==> config.mk <==
export PLATFORM = sky130hd
export DESIGN_NAME = pbbs_core
export DESIGN_NICKNAME = d
export VERILOG_FILES = /design/src/common/pbbs_pkg.sv /design/src/hw/pbbs_core.sv
export SDC_FILE = /design/constraint.sdc
export NUM_CORES = 1
export LEC_CHECK = 0
export BUFFER_PORTS_ARGS = -buffer_cell sky130_fd_sc_hd__buf_2
export CORE_ASPECT_RATIO = 1.4
export CORE_MARGIN = 2
export CORE_UTILIZATION = 35
export DETAILED_ROUTE_END_ITERATION = 16
export PLACE_DENSITY = 0.59
export SKIP_LAST_GASP = 1
export SLEW_MARGIN = 20
export SYNTH_ARGS = -nofsm -noshare
export SYNTH_HDL_FRONTEND = slang
export SYNTH_SLANG_ARGS = --single-unit
==> constraint.sdc <==
create_clock -name i_sys_clk -period 34.2 [get_ports i_sys_clk]
set_clock_uncertainty 0.1 [all_clocks]
set_input_delay 5.13 -clock i_sys_clk [delete_from_list [all_inputs] [get_ports i_sys_clk]]
set_output_delay 5.13 -clock i_sys_clk [all_outputs]
set_load 0.05 [all_outputs]
==> src/common/pbbs_pkg.sv <==
// constants and types for the pixel balance and bit shift stage
`default_nettype none
package pbbs_pkg;
  localparam int unsigned ADC_W = 12;
  localparam int unsigned RATIO_W = 9;
  localparam int unsigned FRAC_DIV = 100;
  localparam logic [RATIO_W-1:0] RATIO_MAX = 9'h18E;
  localparam logic [RATIO_W-1:0] RATIO_ONE = 9'h064;
  localparam logic [ADC_W-1:0] PIX_FULL = 12'hFFF;
  localparam logic [2:0] SHIFT_MAX = 3'h4;
  localparam logic [1:0] CFA_PHASE_RST = 2'h0;
  typedef enum logic [1:0] {
    PBBS_CH_RED = 2'h0,
    PBBS_CH_GREEN = 2'h1,
    PBBS_CH_BLUE = 2'h3
  } pbbs_chan_t;
  typedef enum logic [1:0] {
    PBBS_ST_IDLE = 2'h0,
    PBBS_ST_RUN = 2'h1
  } pbbs_state_t;
endpackage
`default_nettype wire

==> src/hw/pbbs_core.sv <==
// pixel balance and bit shift datapath stage
`default_nettype none

// Function
// - separate red, green, blue ratios, selector addressed
// - ratio one passes intensity unchanged
// - intensity multiplied proportionally by ratio
// - ratios accepted from 0.00 to 3.98
// - ratio below one lowers reachable maximum
// - input samples are twelve bit converter codes
// - shift zero outputs all twelve bits
// - shift one outputs bits 10..0 plus zero
// - shift two outputs bits 9..0 plus zeros
// - shift three outputs bits 8..0 plus zeros
// - shift four outputs bits 7..0 plus zeros
// - shift one, bit 11 set saturates
// - shift two, bits 11..10 saturate
// - shift three, bits 11..9 saturate
// - shift four, bits 11..8 saturate
// - shift zero disables, one to four shift
module pbbs_core (
  input wire logic i_sys_clk,
  input wire logic i_nrst,
  input wire logic i_ce,
  input wire logic i_color_en,
  input wire logic i_cfa_row_rb,
  input wire logic i_ratio_wr,
  input wire logic [1:0] i_ratio_sel,
  input wire logic [8:0] i_ratio_wdata,
  input wire logic [2:0] i_shift,
  input wire logic i_pix_valid,
  input wire logic i_pix_sol,
  input wire logic i_pix_sof,
  input wire logic [11:0] i_pix_data,
  output logic [8:0] o_ratio_rdata,
  output logic o_ratio_err,
  output logic o_pix_valid,
  output logic [11:0] o_pix_data,
  output logic o_pix_sat
);

  // ----------------------------------------------------------------
  // ratio storage
  // ----------------------------------------------------------------
  logic [8:0] ratio_r [3];
  logic [8:0] ratio_nxt [3];
  logic [8:0] rdata_r;
  logic [8:0] rdata_nxt;
  logic err_r;
  logic err_nxt;
  logic [1:0] sel_idx;
  logic sel_ok;

  always_comb
  begin
    sel_ok = 1'b1;
    unique case (i_ratio_sel)
      pbbs_pkg::PBBS_CH_RED: sel_idx = 2'h0;
      pbbs_pkg::PBBS_CH_GREEN: sel_idx = 2'h1;
      pbbs_pkg::PBBS_CH_BLUE: sel_idx = 2'h2;
      default:
      begin
        sel_idx = 2'h0;
        sel_ok = 1'b0;
      end
    endcase
  end

  genvar gc;
  generate
    for (gc = 0; gc < 3; gc++)
    begin : g_ratio
      always_comb
      begin
        ratio_nxt[gc] = ratio_r[gc];
        // out of range or bad selector writes are dropped
        if (i_ratio_wr && sel_ok && (sel_idx == 2'(gc)) &&
            (i_ratio_wdata <= pbbs_pkg::RATIO_MAX))
        begin
          ratio_nxt[gc] = i_ratio_wdata;
        end
      end
      always_ff @(posedge i_sys_clk or negedge i_nrst)
      begin
        if (!i_nrst)
        begin
          ratio_r[gc] <= pbbs_pkg::RATIO_ONE;
        end
        else if (i_ce)
        begin
          ratio_r[gc] <= ratio_nxt[gc];
        end
      end
    end
  endgenerate

  always_comb
  begin
    rdata_nxt = sel_ok ? ratio_r[sel_idx] : 9'h000;
    err_nxt = err_r;
    if (i_ratio_wr)
    begin
      err_nxt = !sel_ok || (i_ratio_wdata > pbbs_pkg::RATIO_MAX);
    end
  end

  always_ff @(posedge i_sys_clk or negedge i_nrst)
  begin
    if (!i_nrst)
    begin
      rdata_r <= pbbs_pkg::RATIO_ONE;
      err_r <= 1'b0;
    end
    else if (i_ce)
    begin
      rdata_r <= rdata_nxt;
      err_r <= err_nxt;
    end
  end

  assign o_ratio_rdata = rdata_r;
  assign o_ratio_err = err_r;

  // ----------------------------------------------------------------
  // colour filter position tracking
  // ----------------------------------------------------------------
  logic row_r;
  logic row_nxt;
  logic col_r;
  logic col_nxt;
  logic cur_row;
  logic cur_col;
  logic [1:0] chan_idx;

  always_comb
  begin
    cur_row = i_pix_sof ? 1'b0 : (i_pix_sol ? ~row_r : row_r);
    cur_col = (i_pix_sol || i_pix_sof) ? 1'b0 : col_r;
    row_nxt = row_r;
    col_nxt = col_r;
    if (i_pix_valid)
    begin
      row_nxt = cur_row;
      col_nxt = ~cur_col;
    end
    // rggb style mosaic, first row red/green or green/blue by strap
    if ((cur_row ^ ~i_cfa_row_rb) == 1'b0)
    begin
      chan_idx = cur_col ? 2'h1 : 2'h0;
    end
    else
    begin
      chan_idx = cur_col ? 2'h2 : 2'h1;
    end
  end

  always_ff @(posedge i_sys_clk or negedge i_nrst)
  begin
    if (!i_nrst)
    begin
      row_r <= 1'b0;
      col_r <= 1'b0;
    end
    else if (i_ce)
    begin
      row_r <= row_nxt;
      col_r <= col_nxt;
    end
  end

  // ----------------------------------------------------------------
  // balance then shift, one register stage
  // ----------------------------------------------------------------
  logic [8:0] ratio_use;
  logic [20:0] prod;
  logic [13:0] scaled;
  logic [11:0] bal;
  logic [11:0] shf;
  logic sat;
  logic valid_r;
  logic valid_nxt;
  logic [11:0] pix_r;
  logic [11:0] pix_nxt;
  logic sat_r;
  logic sat_nxt;

  always_comb
  begin
    ratio_use = i_color_en ? ratio_r[chan_idx] : pbbs_pkg::RATIO_ONE;
    prod = 21'(i_pix_data) * 21'(ratio_use);
    scaled = 14'(prod / 21'(pbbs_pkg::FRAC_DIV));
    bal = (scaled > 14'(pbbs_pkg::PIX_FULL)) ? pbbs_pkg::PIX_FULL : scaled[11:0];
    sat = 1'b0;
    unique case (i_shift)
      3'h0: shf = bal;
      3'h1:
      begin
        shf = {bal[10:0], 1'b0};
        sat = bal[11];
      end
      3'h2:
      begin
        shf = {bal[9:0], 2'h0};
        sat = |bal[11:10];
      end
      3'h3:
      begin
        shf = {bal[8:0], 3'h0};
        sat = |bal[11:9];
      end
      3'h4:
      begin
        shf = {bal[7:0], 4'h0};
        sat = |bal[11:8];
      end
      default: shf = bal;
    endcase
    valid_nxt = i_pix_valid;
    pix_nxt = pix_r;
    sat_nxt = sat_r;
    if (i_pix_valid)
    begin
      pix_nxt = sat ? pbbs_pkg::PIX_FULL : shf;
      sat_nxt = sat;
    end
  end

  always_ff @(posedge i_sys_clk or negedge i_nrst)
  begin
    if (!i_nrst)
    begin
      valid_r <= 1'b0;
      pix_r <= 12'h000;
      sat_r <= 1'b0;
    end
    else if (i_ce)
    begin
      valid_r <= valid_nxt;
      pix_r <= pix_nxt;
      sat_r <= sat_nxt;
    end
  end

  assign o_pix_valid = valid_r;
  assign o_pix_data = pix_r;
  assign o_pix_sat = sat_r;
endmodule
`default_nettype wire

Yosys cells after proc, flatten, opt, wreduce, memory -nomap -nowiden --
Index checks and enable logic that the tools add are counted.
Word-level totals: output and inout bits 24, word-level logic and storage cells 72, register bits 53
Cells by class: multipliers 1, reduce and logical (&&, ||, !) cells 21, magnitude comparators 5, mux-type cells 20, bitwise gates (word level) 6, div/mod/pow operators 1, equality and inequality tests 8
Operator list (count):
- two-way mux 9 bit | 6
- one-hot mux 12 bit (4 select lines) | 1
- binary-select mux 9 bit (select 2 bit) | 2
- two-way mux 12 bit | 2
- divider 21 x 7 -> 21 bit, second input constant | 1
- multiplier 12 x 9 -> 21 bit | 1
- greater-than comparator 14 x 12 -> 1 bit, second input constant | 1
- AND reduction 2 bit | 5
- greater-than comparator 9 bit, second input constant | 1
- <= comparator 9 bit, second input constant | 1
- logical AND 1 bit | 7
- equality test 3 x 2 -> 1 bit, second input constant | 2
- >= comparator 3 bit, second input constant | 2
- inverter 2 -> 3 bit | 2
- OR reduction 3 bit | 2
- two-way mux 1 bit | 5
- equality test 2 x 1 -> 1 bit, second input constant | 2
- equality test 2 bit, second input constant | 2
- logical NOT 2 bit | 2
- two-way mux 2 bit | 2
- one-hot mux 1 bit (4 select lines) | 1
- one-hot mux 2 bit (2 select lines) | 1
- OR reduction 4 bit | 1
- equality test 3 x 1 -> 1 bit, second input constant | 1
- other kinds (6) | 9

Longest topological paths before layout --
Gate-level depths: netlist of the first run.
word-level depth 17, mapped depth 61

Worst setup path after synthesis of the first run --
No wires, ideal clock.
path type in2reg, start point in i_pix_sol, end point reg pix_r[2] (netlist: o_pix_data[2]), required time 34.012 ns, library setup time 0.088 ns, data arrival time 17.838 ns, cell stages on the path 56, path slack 16.174 ns, cells stage by stage xnor2_1 > nor2_1 > xnor2_1 > ha_1 > clkbuf_1 > nor2b_1 > clkbuf_1 > nand2_1 > o21ai_0 > and2_1 > clkbuf_1 > nand2_1 > fa_1 > inv_1 > fa_1 > fa_1 > inv_1 > fa_1 > [... 20 more ...] > a211oi_4 > xor2_4 > mux2i_4 > a31oi_1 > o2bb2ai_2 > nor2_1 > a2111oi_2 > nor2_1 > o311ai_4 > a31oi_4 > a2111oi_4 > o31a_1 > xnor2_1 > nor4_1 > a221o_1 > nor4b_4 > o21ai_1 > a41oi_1
On the way: cells in the longest elaborated chain, start to end 16, elaborated cells on any way between the ends 23, classes of those cells mul (1); div (1); order compare (1); mux (14); bitwise (2); reduce/logical (4)
Ends and longest elaborated chain:
- from (decl) | line pbbs_core.sv:32 | input wire logic i_pix_sol,
- two-way mux 1 bit / logical OR 1 bit (equally long branches) | line pbbs_core.sv:137, pbbs_core.sv:138
- two-way mux 1 bit (on tied branches) | line pbbs_core.sv:137, pbbs_core.sv:138
- bitwise XOR 1 bit (tied with other cells) | line pbbs_core.sv:147 | if ((cur_row ^ ~i_cfa_row_rb) == 1'b0)
- two-way mux 2 bit * | line pbbs_core.sv:147
- inverter 2 -> 3 bit (implied by the code) * | line pbbs_core.sv:189 | ratio_use = i_color_en ? ratio_r[chan_idx] : pbbs_pkg::RATIO_ONE;
- binary-select mux 9 bit (select 2 bit) * | line pbbs_core.sv:189
- two-way mux 9 bit (implied by the code) * (2 in series) | line pbbs_core.sv:189
- two-way mux 9 bit * | line pbbs_core.sv:189
- multiplier 12 x 9 -> 21 bit * | line pbbs_core.sv:190 | prod = 21'(i_pix_data) * 21'(ratio_use);
- divider 21 x 7 -> 21 bit * | line pbbs_core.sv:191 | scaled = 14'(prod / 21'(pbbs_pkg::FRAC_DIV));
- greater-than comparator 14 x 12 -> 1 bit | line pbbs_core.sv:192 | bal = (scaled > 14'(pbbs_pkg::PIX_FULL)) ? pbbs_pkg::PIX_FULL : scaled[11:0];
- two-way mux 12 bit * | line pbbs_core.sv:192
- OR reduction 4 bit (tied with other cells) | line pbbs_core.sv:214 | sat = |bal[11:8];
- one-hot mux 1 bit (4 select lines) | line pbbs_core.sv:194 | unique case (i_shift)
- two-way mux 12 bit * | line pbbs_core.sv:223 | pix_nxt = sat ? pbbs_pkg::PIX_FULL : shf;
- to (signal assigned) | line pbbs_core.sv:239 | pix_r <= pix_nxt;
- to (decl) | line pbbs_core.sv:182 | logic [11:0] pix_r;
Mark *: on every way between the ends. The rest lies on a longest branch, timed or not. The select of a mux whose other input is x is not followed. A chain may end at the register's enable or synchronous reset.

Final worst setup path of the first run --
Ends and elaborated chain as after synthesis.

==> metrics.md, run 1 <==
| Metric | Value |
|---|---|
| Synthesized cell area | 10400 sq um |
| # IOs | 59 |
| DRC viols | 0 |
| Area leader, netlist | fa_1 |
| Number of global-route vias before repair | 10020 |
| Status | completed |
| R2R depth | 49 |
| Worst-skew pair later-pin latency | 0.30 ns |
| Max Buffers Root-to-Sink | 2 |
| Via density | 6.12 |
| Synthesis-to-layout area growth | 6.67% |
| Crit-path max cell delay | 0.69 ns |
| Total number of vias | 10182 |
| Min-delay src | o_ratio_rdata[5] |
| Ys async rst share | 1.00 |
| Top-area cell type share of the netlist area | 0.137 |
| Core Region | 29200 sq um |
| # diodes | 0 |
| Post-synthesis average cell area | 8.17 sq um |
| First-pass GRT wire length | 51500 um |
| Nets | 1430 |
| CP Data Arrival Time | 20.84 ns |
| Clock root buffer | clkbuf_16 |
| Worst Setup End Kind | register |
| Die X | 150 um |
| Post_cts resized | 0 |
| Top FF cell, synth | dfrtp_1 |
| # setup viols final | 0 |
| Worst Path Required | 34.32 ns |
| Total die area | 31100 sq um |
| Dpl hpwl | 24700 um |
| Hold-fix buffer count after cts | 0 |
| GRT Util Overall | 0.199 |
| H-tree levels | 2 |
| Syn Inst Count | 1272 |
| Yosys warns | 0 |
| Crit path max fanout | 24 |
| # fillers | 3000 |
| Reg2reg start | row_r |
| Worst setup SP type | primary input |
| Initial Utilization | 0.356 |
| Clock-pin slew on the worst setup and hold paths | 0.08 ns |
| End of the worst hold path | o_ratio_rdata[5] |
| Postcts setup bufs | 0 |
| Layout cells sized above 1 | 0.143 |
| Final Cycle Share | 0.606 |
| Final Hold Fails | 0 |
| Slew Viols, Final | 0 |
| Post-synth EDFFs | 0 |
| Hold Path Cell Cnt | 2 |
| Yosys cell types | 113 |
| Yosys reg bits | 53 |
| Post-synthesis sequential area ratio | 0.129 |
| TNS Setup | 0 ns |
| R2R Setup Slk | 18.01 ns |
| Cts bufs inserted | 5 |
| Gr ovfl total | 0 |
| Placement Rows | 74 |
| Worst hold path class | reg -> reg |
| Die H | 208 um |
| Critical Path Slowest Stage Cell | or2_1 |
| Post-Syn Nets | 1420 |
| Iteration-0 DRC Markers | 693 |
| WL per Instance | 18.8 um |
| Max Cap Viol | 0 |
| Relative slew slack | 0.302 |
| RSZ-0062 raised after global routing | false |
| Initial antenna violation count | 0 |
| Largest net degree at the start of global routing | 59 |
| Minimum clock period after layout | 20.72 ns |
| Reg2reg end | o_pix_data[2] |
| Fmax | 48.3 MHz |
| Post-route ant nets | 0 |
| GP Congestion | 0.897 |
| Slew @ Worst Pin | 1.04 ns |
| PortBufs | 58 |
| Pre-Repair DR Iteration Count | 5 |
| TritonCTS Sinks | 53 |
| Setup CP Type | in -> reg |
| CTS tree | done |
| Synth top area cells | fa_1, dfrtp_1, ha_1, nand2_1, a21oi_1 |
| Total Routed Length | 31300 um |
-- synthesized netlist by cell type (all sizes together) (12+ instances only) --
| library cell | instances |
|---|---|
| nand2 | 137 |
| nor2 | 93 |
| a21oi | 85 |
| inv | 78 |
| o21ai | 72 |
| fa | 71 |
| and3 | 61 |
| clkbuf | 43 |
| ha | 42 |
| and2 | 41 |
| dfrtp | 41 |
| nand3 | 38 |
| o211ai | 31 |
| a211oi | 29 |
| mux2 | 27 |
| xnor2 | 27 |
| mux2i | 25 |
| nor3 | 23 |
| buf | 22 |
| a31oi | 18 |
| o22ai | 16 |
| a21o | 14 |
| nand4 | 14 |
| a221oi | 13 |
| dfstp | 12 |
| xor2 | 12 |
-- per-stage QoR --
step	util	setup WS [ns]	instance area (sq um)	hold slack (ns)	cells
6_report	0.380	13.48	11100	0.390	1663
5_1_grt	0.380	12.26	11100	0.406	1663
4_1_cts	0.380	13.68	11100	0.395	1663
3_5_place_dp	0.375	13.40	10900	0.379	1655
3_3_place_gp	0.374	13.09	10900	0.367	1654
2_1_floorplan	-	16.17	10400	0.342	1272
-- worst max-delay path by stage --
stage / start / endpoint / slack [ns] / depth (start not counted)
after CTS: i_pix_sol / o_pix_data[2] / 13.68 / 50
after global placement: i_pix_sol / o_pix_data[5] / 13.09 / 48
after detailed placement: i_pix_sol / o_pix_data[2] / 13.40 / 50
after floorplan: i_pix_sol / o_pix_data[2] / 16.17 / 56
final: i_pix_sol / o_pix_data[2] / 13.48 / 50
after global routing: i_pix_sol / o_pix_data[5] / 12.26 / 51
-- cell type report --
type / count / area, sq um / area share
clock buffer: 5 / 125 / 0.0113
clock inverter: 3 / 26.3 / 0.00237
inverter: 78 / 293 / 0.0264
multi-input combinational: 1076 / 8460 / 0.763
sequential: 53 / 1340 / 0.121
tap: 380 / 475 / 0.0429
timing repair buffer: 68 / 365 / 0.0330
-- worst max-delay path, delay by kind of cell --
| family | cells | cell delay, ns |
|---|---|---|
| simple gates | 15 | 4.78 |
| buf+inv | 4 | 0.26 |
| compound gates | 22 | 7.28 |
| fa+ha+maj | 6 | 2.88 |
| xor+xnor | 3 | 0.47 |
-- state kept, by name, indices dropped and copies added (netlist names) --
signal / cells
row_r: 1
o_pix_data: 12
col_r: 1
o_ratio_rdata: 9
o_pix_sat: 1
ratio_r: 27
o_ratio_err: 1
o_pix_valid: 1
-- metal layers --
metal,part of all wire,GRT usage,vias up
met3,0.037,0.0110,62
met2,0.53,0.369,346
met1,0.41,0.247,5004
met5,0,0,-
met4,0.023,0.0502,0
li1,-,-,4770
-- cells by family (layout without fill, tap and decap cells) --
group / after synthesis / in the layout / synth area share
buffers and inverters: 143 / 154 / 0.0577
xor gates and xnor gates: 39 / 39 / 0.0347
muxes: 52 / 52 / 0.0545
DFF: 53 / 53 / 0.129
AOI/OAI and AO/OA: 414 / 414 / 0.308
and+or+nand+nor: 457 / 457 / 0.227
adders and majority gates: 114 / 114 / 0.188
-- cell usage in the layout (no fill, tap or decap), types with 12 or more instances in the layout --
cell | netlist | final
a21o_1 | 14 | 14
nand4_1 | 14 | 14
xnor2_1 | 27 | 26
o22ai_1 | 16 | 16
nand3_1 | 36 | 36
o21ai_0 | 49 | 47
and3_1 | 61 | 61
dfstp_2 | 12 | 12
nor2_1 | 91 | 91
inv_1 | 78 | 78
nor3_1 | 18 | 18
fa_1 | 71 | 71
mux2i_1 | 24 | 24
nand2_1 | 136 | 136
and2_1 | 41 | 41
dfrtp_1 | 41 | 41
a21oi_1 | 81 | 81
ha_1 | 42 | 42
o21ai_1 | 18 | 20
o211ai_1 | 26 | 26
buf_2 | 13 | 58
mux2_2 | 27 | 27
a31oi_1 | 16 | 16
a211oi_1 | 23 | 23
Power of run 1 is left out: the tool's default activity adds up to more than one toggle a clock period on the data nets, which glitch-free logic cannot reach.
==> run 2: changes to the inputs <==
--- a/config.mk
+++ b/config.mk
@@ -10,7 +10,7 @@
 export CORE_MARGIN = 2
 export CORE_UTILIZATION = 35
 export DETAILED_ROUTE_END_ITERATION = 16
-export PLACE_DENSITY = 0.59
+export PLACE_DENSITY = 0.6
 export SKIP_LAST_GASP = 1
 export SLEW_MARGIN = 20
 export SYNTH_ARGS = -nofsm -noshare
==> constraint.sdc (replaced) <==
create_clock -name i_sys_clk -period 16.7 [get_ports i_sys_clk]
set_clock_uncertainty 0.1 [all_clocks]
set_input_delay 2.505 -clock i_sys_clk [delete_from_list [all_inputs] [get_ports i_sys_clk]]
set_output_delay 2.505 -clock i_sys_clk [all_outputs]
set_load 0.05 [all_outputs]
==> run 2 against run 1 <==
Via count is 3.8% higher. First-iteration DRC count rose by 12%. Setup slack worse by 13 ns. Register-to-register slack lost 15 ns. Final area is 9.6% higher. Routed wire length grew 3.5%.
==> metrics.md, run 2 (synthesis gave the netlist of run 1 again) <==
| Metric | Value |
|---|---|
| WL per Instance | 18.1 um (was 18.8 um) |
| Minimum clock period after layout | 15.91 ns |
| Reg2reg start | row_r (unchanged) |
| Status | completed (unchanged) |
| # setup viols final | 0 (unchanged) |
| Most Crowded Layer GR | met2 (unchanged) |
| CTS tree | done (unchanged) |
| Placement Rows | 74 (unchanged) |
| First-pass GRT wire length | 52900 um (was 51500 um) |
| GRT Util Overall | 0.204 (was 0.199) |
| Hold Path Cell Cnt | 2 (unchanged) |
| Die H | 208 um (unchanged) |
| Max reg flops | 27 (unchanged) |
| Met3 Use GR | 0.0156 (was 0.0110) |
| Iteration-0 DRC Markers | 776 (was 693) |
| Post-route setup slack | 0.789 ns (was 13.48 ns) |
| Dpl hpwl | 26100 um (was 24700 um) |
| Final core area utilization | 0.417 (was 0.380) |
| Number of global-route vias before repair | 10618 (was 10020) |
| Largest net degree at the start of global routing | 59 (unchanged) |
| R2R depth | 57 (was 49) |
| Min-delay src | o_pix_data[6] (was o_ratio_rdata[5]) |
| Crit path max fanout | 10 (was 24) |
| Critical Path Slowest Stage Cell | fa_1 (was or2_1) |
| Via density | 5.90 (was 6.12) |
| Crit-path max cell delay | 0.52 ns (was 0.69 ns) |
| GP Congestion | 0.961 (was 0.897) |
| Met1 GRT Util | 0.238 (was 0.247) |
| Worst Setup End Kind | register (unchanged) |
| Largest register by flop count | ratio_r (unchanged) |
| Post-place setup slack | 0.196 ns (was 13.40 ns) |
| # fillers | 2938 (was 3000) |
| PortBufs | 58 (unchanged) |
| Total number of vias | 10567 (was 10182) |
| Worst Path Required | 16.82 ns (was 34.32 ns) |
| Worst setup SP type | primary input (unchanged) |
| Die X | 150 um (unchanged) |
| Met2 usage | 0.378 (was 0.369) |
| Cell mode on critical path | buf_4 |
| Fmax | 62.9 MHz |
| Total die area | 31100 sq um (unchanged) |
| Relative slew slack | 0.341 (was 0.302) |
| Clock root buffer | clkbuf_16 (unchanged) |
| Synthesis-to-layout area growth | 16.9% (was 6.67%) |
| Cts bufs inserted | 5 (unchanged) |
| CP Data Arrival Time | 16.03 ns (was 20.84 ns) |
| Max Buffers Root-to-Sink | 2 (unchanged) |
| End of the worst hold path | o_pix_data[6] (was o_ratio_rdata[5]) |
| Pre-Repair DR Iteration Count | 6 (was 5) |
| Core Region | 29200 sq um (unchanged) |
| Layout cells sized above 1 | 0.228 (was 0.143) |
| # IOs | 59 (unchanged) |
| Total Routed Length | 32400 um (was 31300 um) |
| Worst hold path class | reg -> reg (unchanged) |
| Slew Viols, Final | 0 (unchanged) |
| Gr ovfl total | 0 (unchanged) |
| H-tree levels | 2 (unchanged) |
| Post-route ant nets | 0 (unchanged) |
| Setup CP Type | in -> reg (unchanged) |
| Worst-skew pair later-pin latency | 0.30 ns (about the same) |
| Reg2reg end | o_pix_data[2] (unchanged) |
| DRC viols | 0 (unchanged) |
| Most common cell after layout, fill and taps aside | buf_4 (was nand2_1) |
| R2R Setup Slk | 2.64 ns (was 18.01 ns) |
| Max Cap Viol | 0 (unchanged) |
| Placed Instances | 1779 (was 1655) |
| Nets | 1559 (was 1430) |
| # diodes | 0 (unchanged) |
| Final Cycle Share | 0.953 |
| Clock-pin slew on the worst setup and hold paths | 0.08 ns (about the same) |
| Initial antenna violation count | 0 (unchanged) |
| Placed Area | 11900 sq um (was 10900 sq um) |
| Finished Layout Cells | 1792 (was 1663) |
| Final Hold Fails | 0 (unchanged) |
| Slew @ Worst Pin | 0.981 ns (was 1.04 ns) |
| Initial Utilization | 0.356 (unchanged) |
| Commonest non-fill, non-tap cells in the layout | buf_4, nand2_1, nor2_1 (was nand2_1, nor2_1, a21oi_1) |
| Cell area after layout | 12100 sq um (was 11100 sq um) |
| TritonCTS Sinks | 53 (unchanged) |
[run 2: worst max-delay path by stage]
stage	start	end	slack, ns	depth (start not counted)
finish	i_pix_sol	o_pix_data[2]	0.79	54
global route	i_pix_sol	o_pix_data[2]	-0.01	58
CTS	i_pix_sol	o_pix_data[4]	0.43	49
detailed placement	i_pix_sol	o_pix_data[2]	0.20	49
global placement	i_pix_sol	o_pix_data[2]	0.35	52
floorplan	i_pix_sol	o_pix_data[2]	1.30	56
[run 2: critical path: cells and delay by family]
kind / cells / cell delay (ns)
AO/OA/AOI/OAI: 25 / 6.33
adder cells (fa/ha/maj): 6 / 2.69
AND/OR/NAND/NOR: 12 / 2.66
buffers and inverters: 8 / 1.20
XOR/XNOR: 3 / 0.61
[run 2: cell type report]
class	instances	area [sq um]	share of cell area
multi-input cells	1076	8530	0.702
repair buffers	197	1360	0.112
flip-flops and latches	53	1340	0.110
well taps	380	475	0.0391
inverters	78	293	0.0241
clock buffers	5	125	0.0103
clock inverters	3	28.8	0.00237
[run 2: repair_timing]
action | in CTS | in global routing
hold buffers | 0 | 0
buffers inserted | 0 | 5
gates resized for setup | 0 | 15
endpoints found under the setup margin | 0 | 6
[run 2: layer usage]
layer,up-vias,share of wire
li1,5024,-
met1,5104,0.40
met2,353,0.52
met3,86,0.038
met4,0,0.040
met5,-,0
[run 2: through the flow]
| stage | TNS, ns | hold WS [ns] |
|---|---|---|
| final | 0 | 0.380 |
| after global routing | -0.0227 | 0.412 |
| after CTS | 0 | 0.386 |
| after detailed placement | 0 | 0.364 |
| after global placement | 0 | 0.360 |
| after floorplan | 0 | 0.342 |
Power of run 2 is left out for the same reason.
==> run 3: changes to the inputs <==
--- a/config.mk
+++ b/config.mk
@@ -9,8 +9,9 @@
 export CORE_ASPECT_RATIO = 1.4
 export CORE_MARGIN = 2
 export CORE_UTILIZATION = 35
+export CTS_BUF_LIST = sky130_fd_sc_hd__clkbuf_16
 export DETAILED_ROUTE_END_ITERATION = 16
-export PLACE_DENSITY = 0.6
+export PLACE_DENSITY = 0.59
 export SKIP_LAST_GASP = 1
 export SLEW_MARGIN = 20
 export SYNTH_ARGS = -nofsm -noshare
==> constraint.sdc (replaced) <==
create_clock -name i_sys_clk -period 20.7 [get_ports i_sys_clk]
set_clock_uncertainty 0.1 [all_clocks]
set_input_delay 3.105 -clock i_sys_clk [delete_from_list [all_inputs] [get_ports i_sys_clk]]
set_output_delay 3.105 -clock i_sys_clk [all_outputs]
set_load 0.05 [all_outputs]
==> run 3 against run 2 <==
Final area fell by 8.6%. Flip-flop and latch count did not move. Cell count fell by 7.2%. Routed wire length fell by 2.5%. Critical path depth fell by 3. Global-route usage barely moved. Highest routed layer unchanged. Core utilization fell by 3.6 points. First-iteration DRC count fell by 17%. Worst hold slack improved by 0.0072 ns. Non-clock buffer count fell by 129. Die area did not move. Register-to-register slack improved by 1.7 ns.
==> metrics.md, run 3 (synthesis gave the netlist of run 1 again) <==
| Metric | Value |
|---|---|
| Status | completed (unchanged) |
| Commonest non-fill, non-tap cells in the layout | nand2_1, nor2_1, a21oi_1 (was buf_4, nand2_1, nor2_1) |
| WL per Instance | 19.0 um (was 18.1 um) |
| Cell area after layout | 11100 sq um (was 12100 sq um) |
| Worst-skew pair later-pin latency | 0.30 ns (about the same) |
| RSZ-0062 raised after global routing | false |
| First-pass GRT wire length | 52900 um (about the same) |
| # IOs | 59 (unchanged) |
| Largest register by flop count | ratio_r (unchanged) |
| Placed Area | 10900 sq um (was 11900 sq um) |
| Most common cell after layout, fill and taps aside | nand2_1 (was buf_4) |
| Total number of vias | 10100 (was 10567) |
| Worst Setup SP | i_pix_sol (unchanged) |
| Postcts setup bufs | 0 (unchanged) |
| # diodes | 0 (unchanged) |
| Setup CP Type | in -> reg (unchanged) |
| # setup viols final | 0 (unchanged) |
| Max Cap Viol | 0 (unchanged) |
| Worst hold path class | reg -> reg (unchanged) |
| Placement Rows | 74 (unchanged) |
| GP Congestion | 0.896 (was 0.961) |
| GRT Util Overall | 0.204 (about the same) |
| R2R Setup Slk | 4.35 ns (was 2.64 ns) |
| Post-place setup slack | 1.73 ns (was 0.196 ns) |
| DRC viols | 0 (unchanged) |
| Critical Path Slowest Stage Cell | o31ai_2 (was fa_1) |
| Relative slew slack | 0.320 (was 0.341) |
| Hold-fix buffer count after cts | 0 (unchanged) |
| Total die area | 31100 sq um (unchanged) |
| Nets | 1430 (was 1559) |
| TritonCTS Sinks | 53 (unchanged) |
| Total Routed Length | 31600 um (was 32400 um) |
| Critical Path End | o_pix_data[5] (was o_pix_data[2]) |
| Core Region | 29200 sq um (unchanged) |
| Initial antenna violation count | 0 (unchanged) |
| Final Cycle Share | 0.911 |
| Slew Viols, Final | 0 (unchanged) |
| Post-route setup slack | 1.85 ns (was 0.789 ns) |
| Largest net degree at the start of global routing | 59 (unchanged) |
| Die H | 208 um (unchanged) |
| Clock-pin slew on the worst setup and hold paths | 0.07 ns (was 0.08 ns) |
| Cell mode on critical path | fa_1 (was buf_4) |
| Crit path max fanout | 24 (was 10) |
| Worst setup SP type | primary input (unchanged) |
| Worst Setup End Kind | register (unchanged) |
| Gr ovfl total | 0 (unchanged) |
| Synthesis-to-layout area growth | 6.84% (was 16.9%) |
| Reg2reg start | row_r (unchanged) |
| Initial Utilization | 0.356 (unchanged) |
| H-tree levels | 2 (unchanged) |
| Number of global-route vias before repair | 10336 (was 10618) |
| Max Buffers Root-to-Sink | 2 (unchanged) |
| Post-route ant nets | 0 (unchanged) |
| Fmax | 53.0 MHz |
| Post_cts resized | 0 (unchanged) |
| Layout cells sized above 1 | 0.143 (was 0.228) |
| Die X | 150 um (unchanged) |
| CTS tree | done (unchanged) |
| Slew @ Worst Pin | 1.02 ns (was 0.981 ns) |
| Worst Path Required | 20.78 ns (was 16.82 ns) |
| TNS Setup | 0 ns (unchanged) |
| Clock root buffer | clkbuf_16 (unchanged) |
| Minimum clock period after layout | 18.85 ns |
| PortBufs | 58 (unchanged) |
| Cts bufs inserted | 5 (unchanged) |
| R2R depth | 50 (was 57) |
| Max reg flops | 27 (unchanged) |
| Via density | 6.07 (was 5.90) |
| Pre-Repair DR Iteration Count | 5 (was 6) |
| Final Hold Fails | 0 (unchanged) |
| Dpl hpwl | 25100 um (was 26100 um) |
| Reg2reg end | o_pix_data[5] (was o_pix_data[2]) |
| # fillers | 3034 (was 2938) |
| CP Data Arrival Time | 18.94 ns (was 16.03 ns) |
| Iteration-0 DRC Markers | 641 (was 776) |
| Crit-path max cell delay | 0.73 ns (was 0.52 ns) |
[run 3: worst max-delay path, delay by kind of cell]
kind / cells / cell delay, ns
buffers and inverters: 4 / 0.27
AOI/OAI and AO/OA: 23 / 7.54
and+or+nand+nor: 15 / 4.64
adders and majority gates: 6 / 2.88
xor gates and xnor gates: 3 / 0.47
[run 3: per-layer routing]
layer | up-vias | track usage | wire (um)
met5 | - | 0 | 0
met4 | 0 | 0.0624 | 905
met3 | 66 | 0.0127 | 1040
met2 | 324 | 0.384 | 16900
met1 | 4946 | 0.244 | 12700
li1 | 4764 | - | -
[run 3: cell type report]
cell class,count,area (sq um),share of cell area
Clock inverter,3,43.8,0.00394
Tap cell,380,475,0.0428
Clock buffer,5,125,0.0113
Multi-Input combinational cell,1076,8460,0.762
Inverter,78,293,0.0264
Timing Repair Buffer,68,365,0.0329
Sequential cell,53,1340,0.121
[run 3: per-stage QoR]
stage	std cells	hold WS [ns]	util
finish	1663	0.387	0.381
floorplan	1272	0.342	-
detailed placement	1655	0.376	0.375
global route	1663	0.417	0.381
CTS	1663	0.386	0.381
global placement	1654	0.367	0.374
[run 3: worst min path at each step]
stage,startpoint,depth (start not counted),endpoint
2_1_floorplan,col_r,2,col_r
3_3_place_gp,o_pix_data[10],2,o_pix_data[10]
3_5_place_dp,col_r,2,col_r
4_1_cts,col_r,2,col_r
5_1_grt,o_ratio_rdata[2],2,o_ratio_rdata[2]
6_report,col_r,2,col_r
Power of run 3 is left out for the same reason.
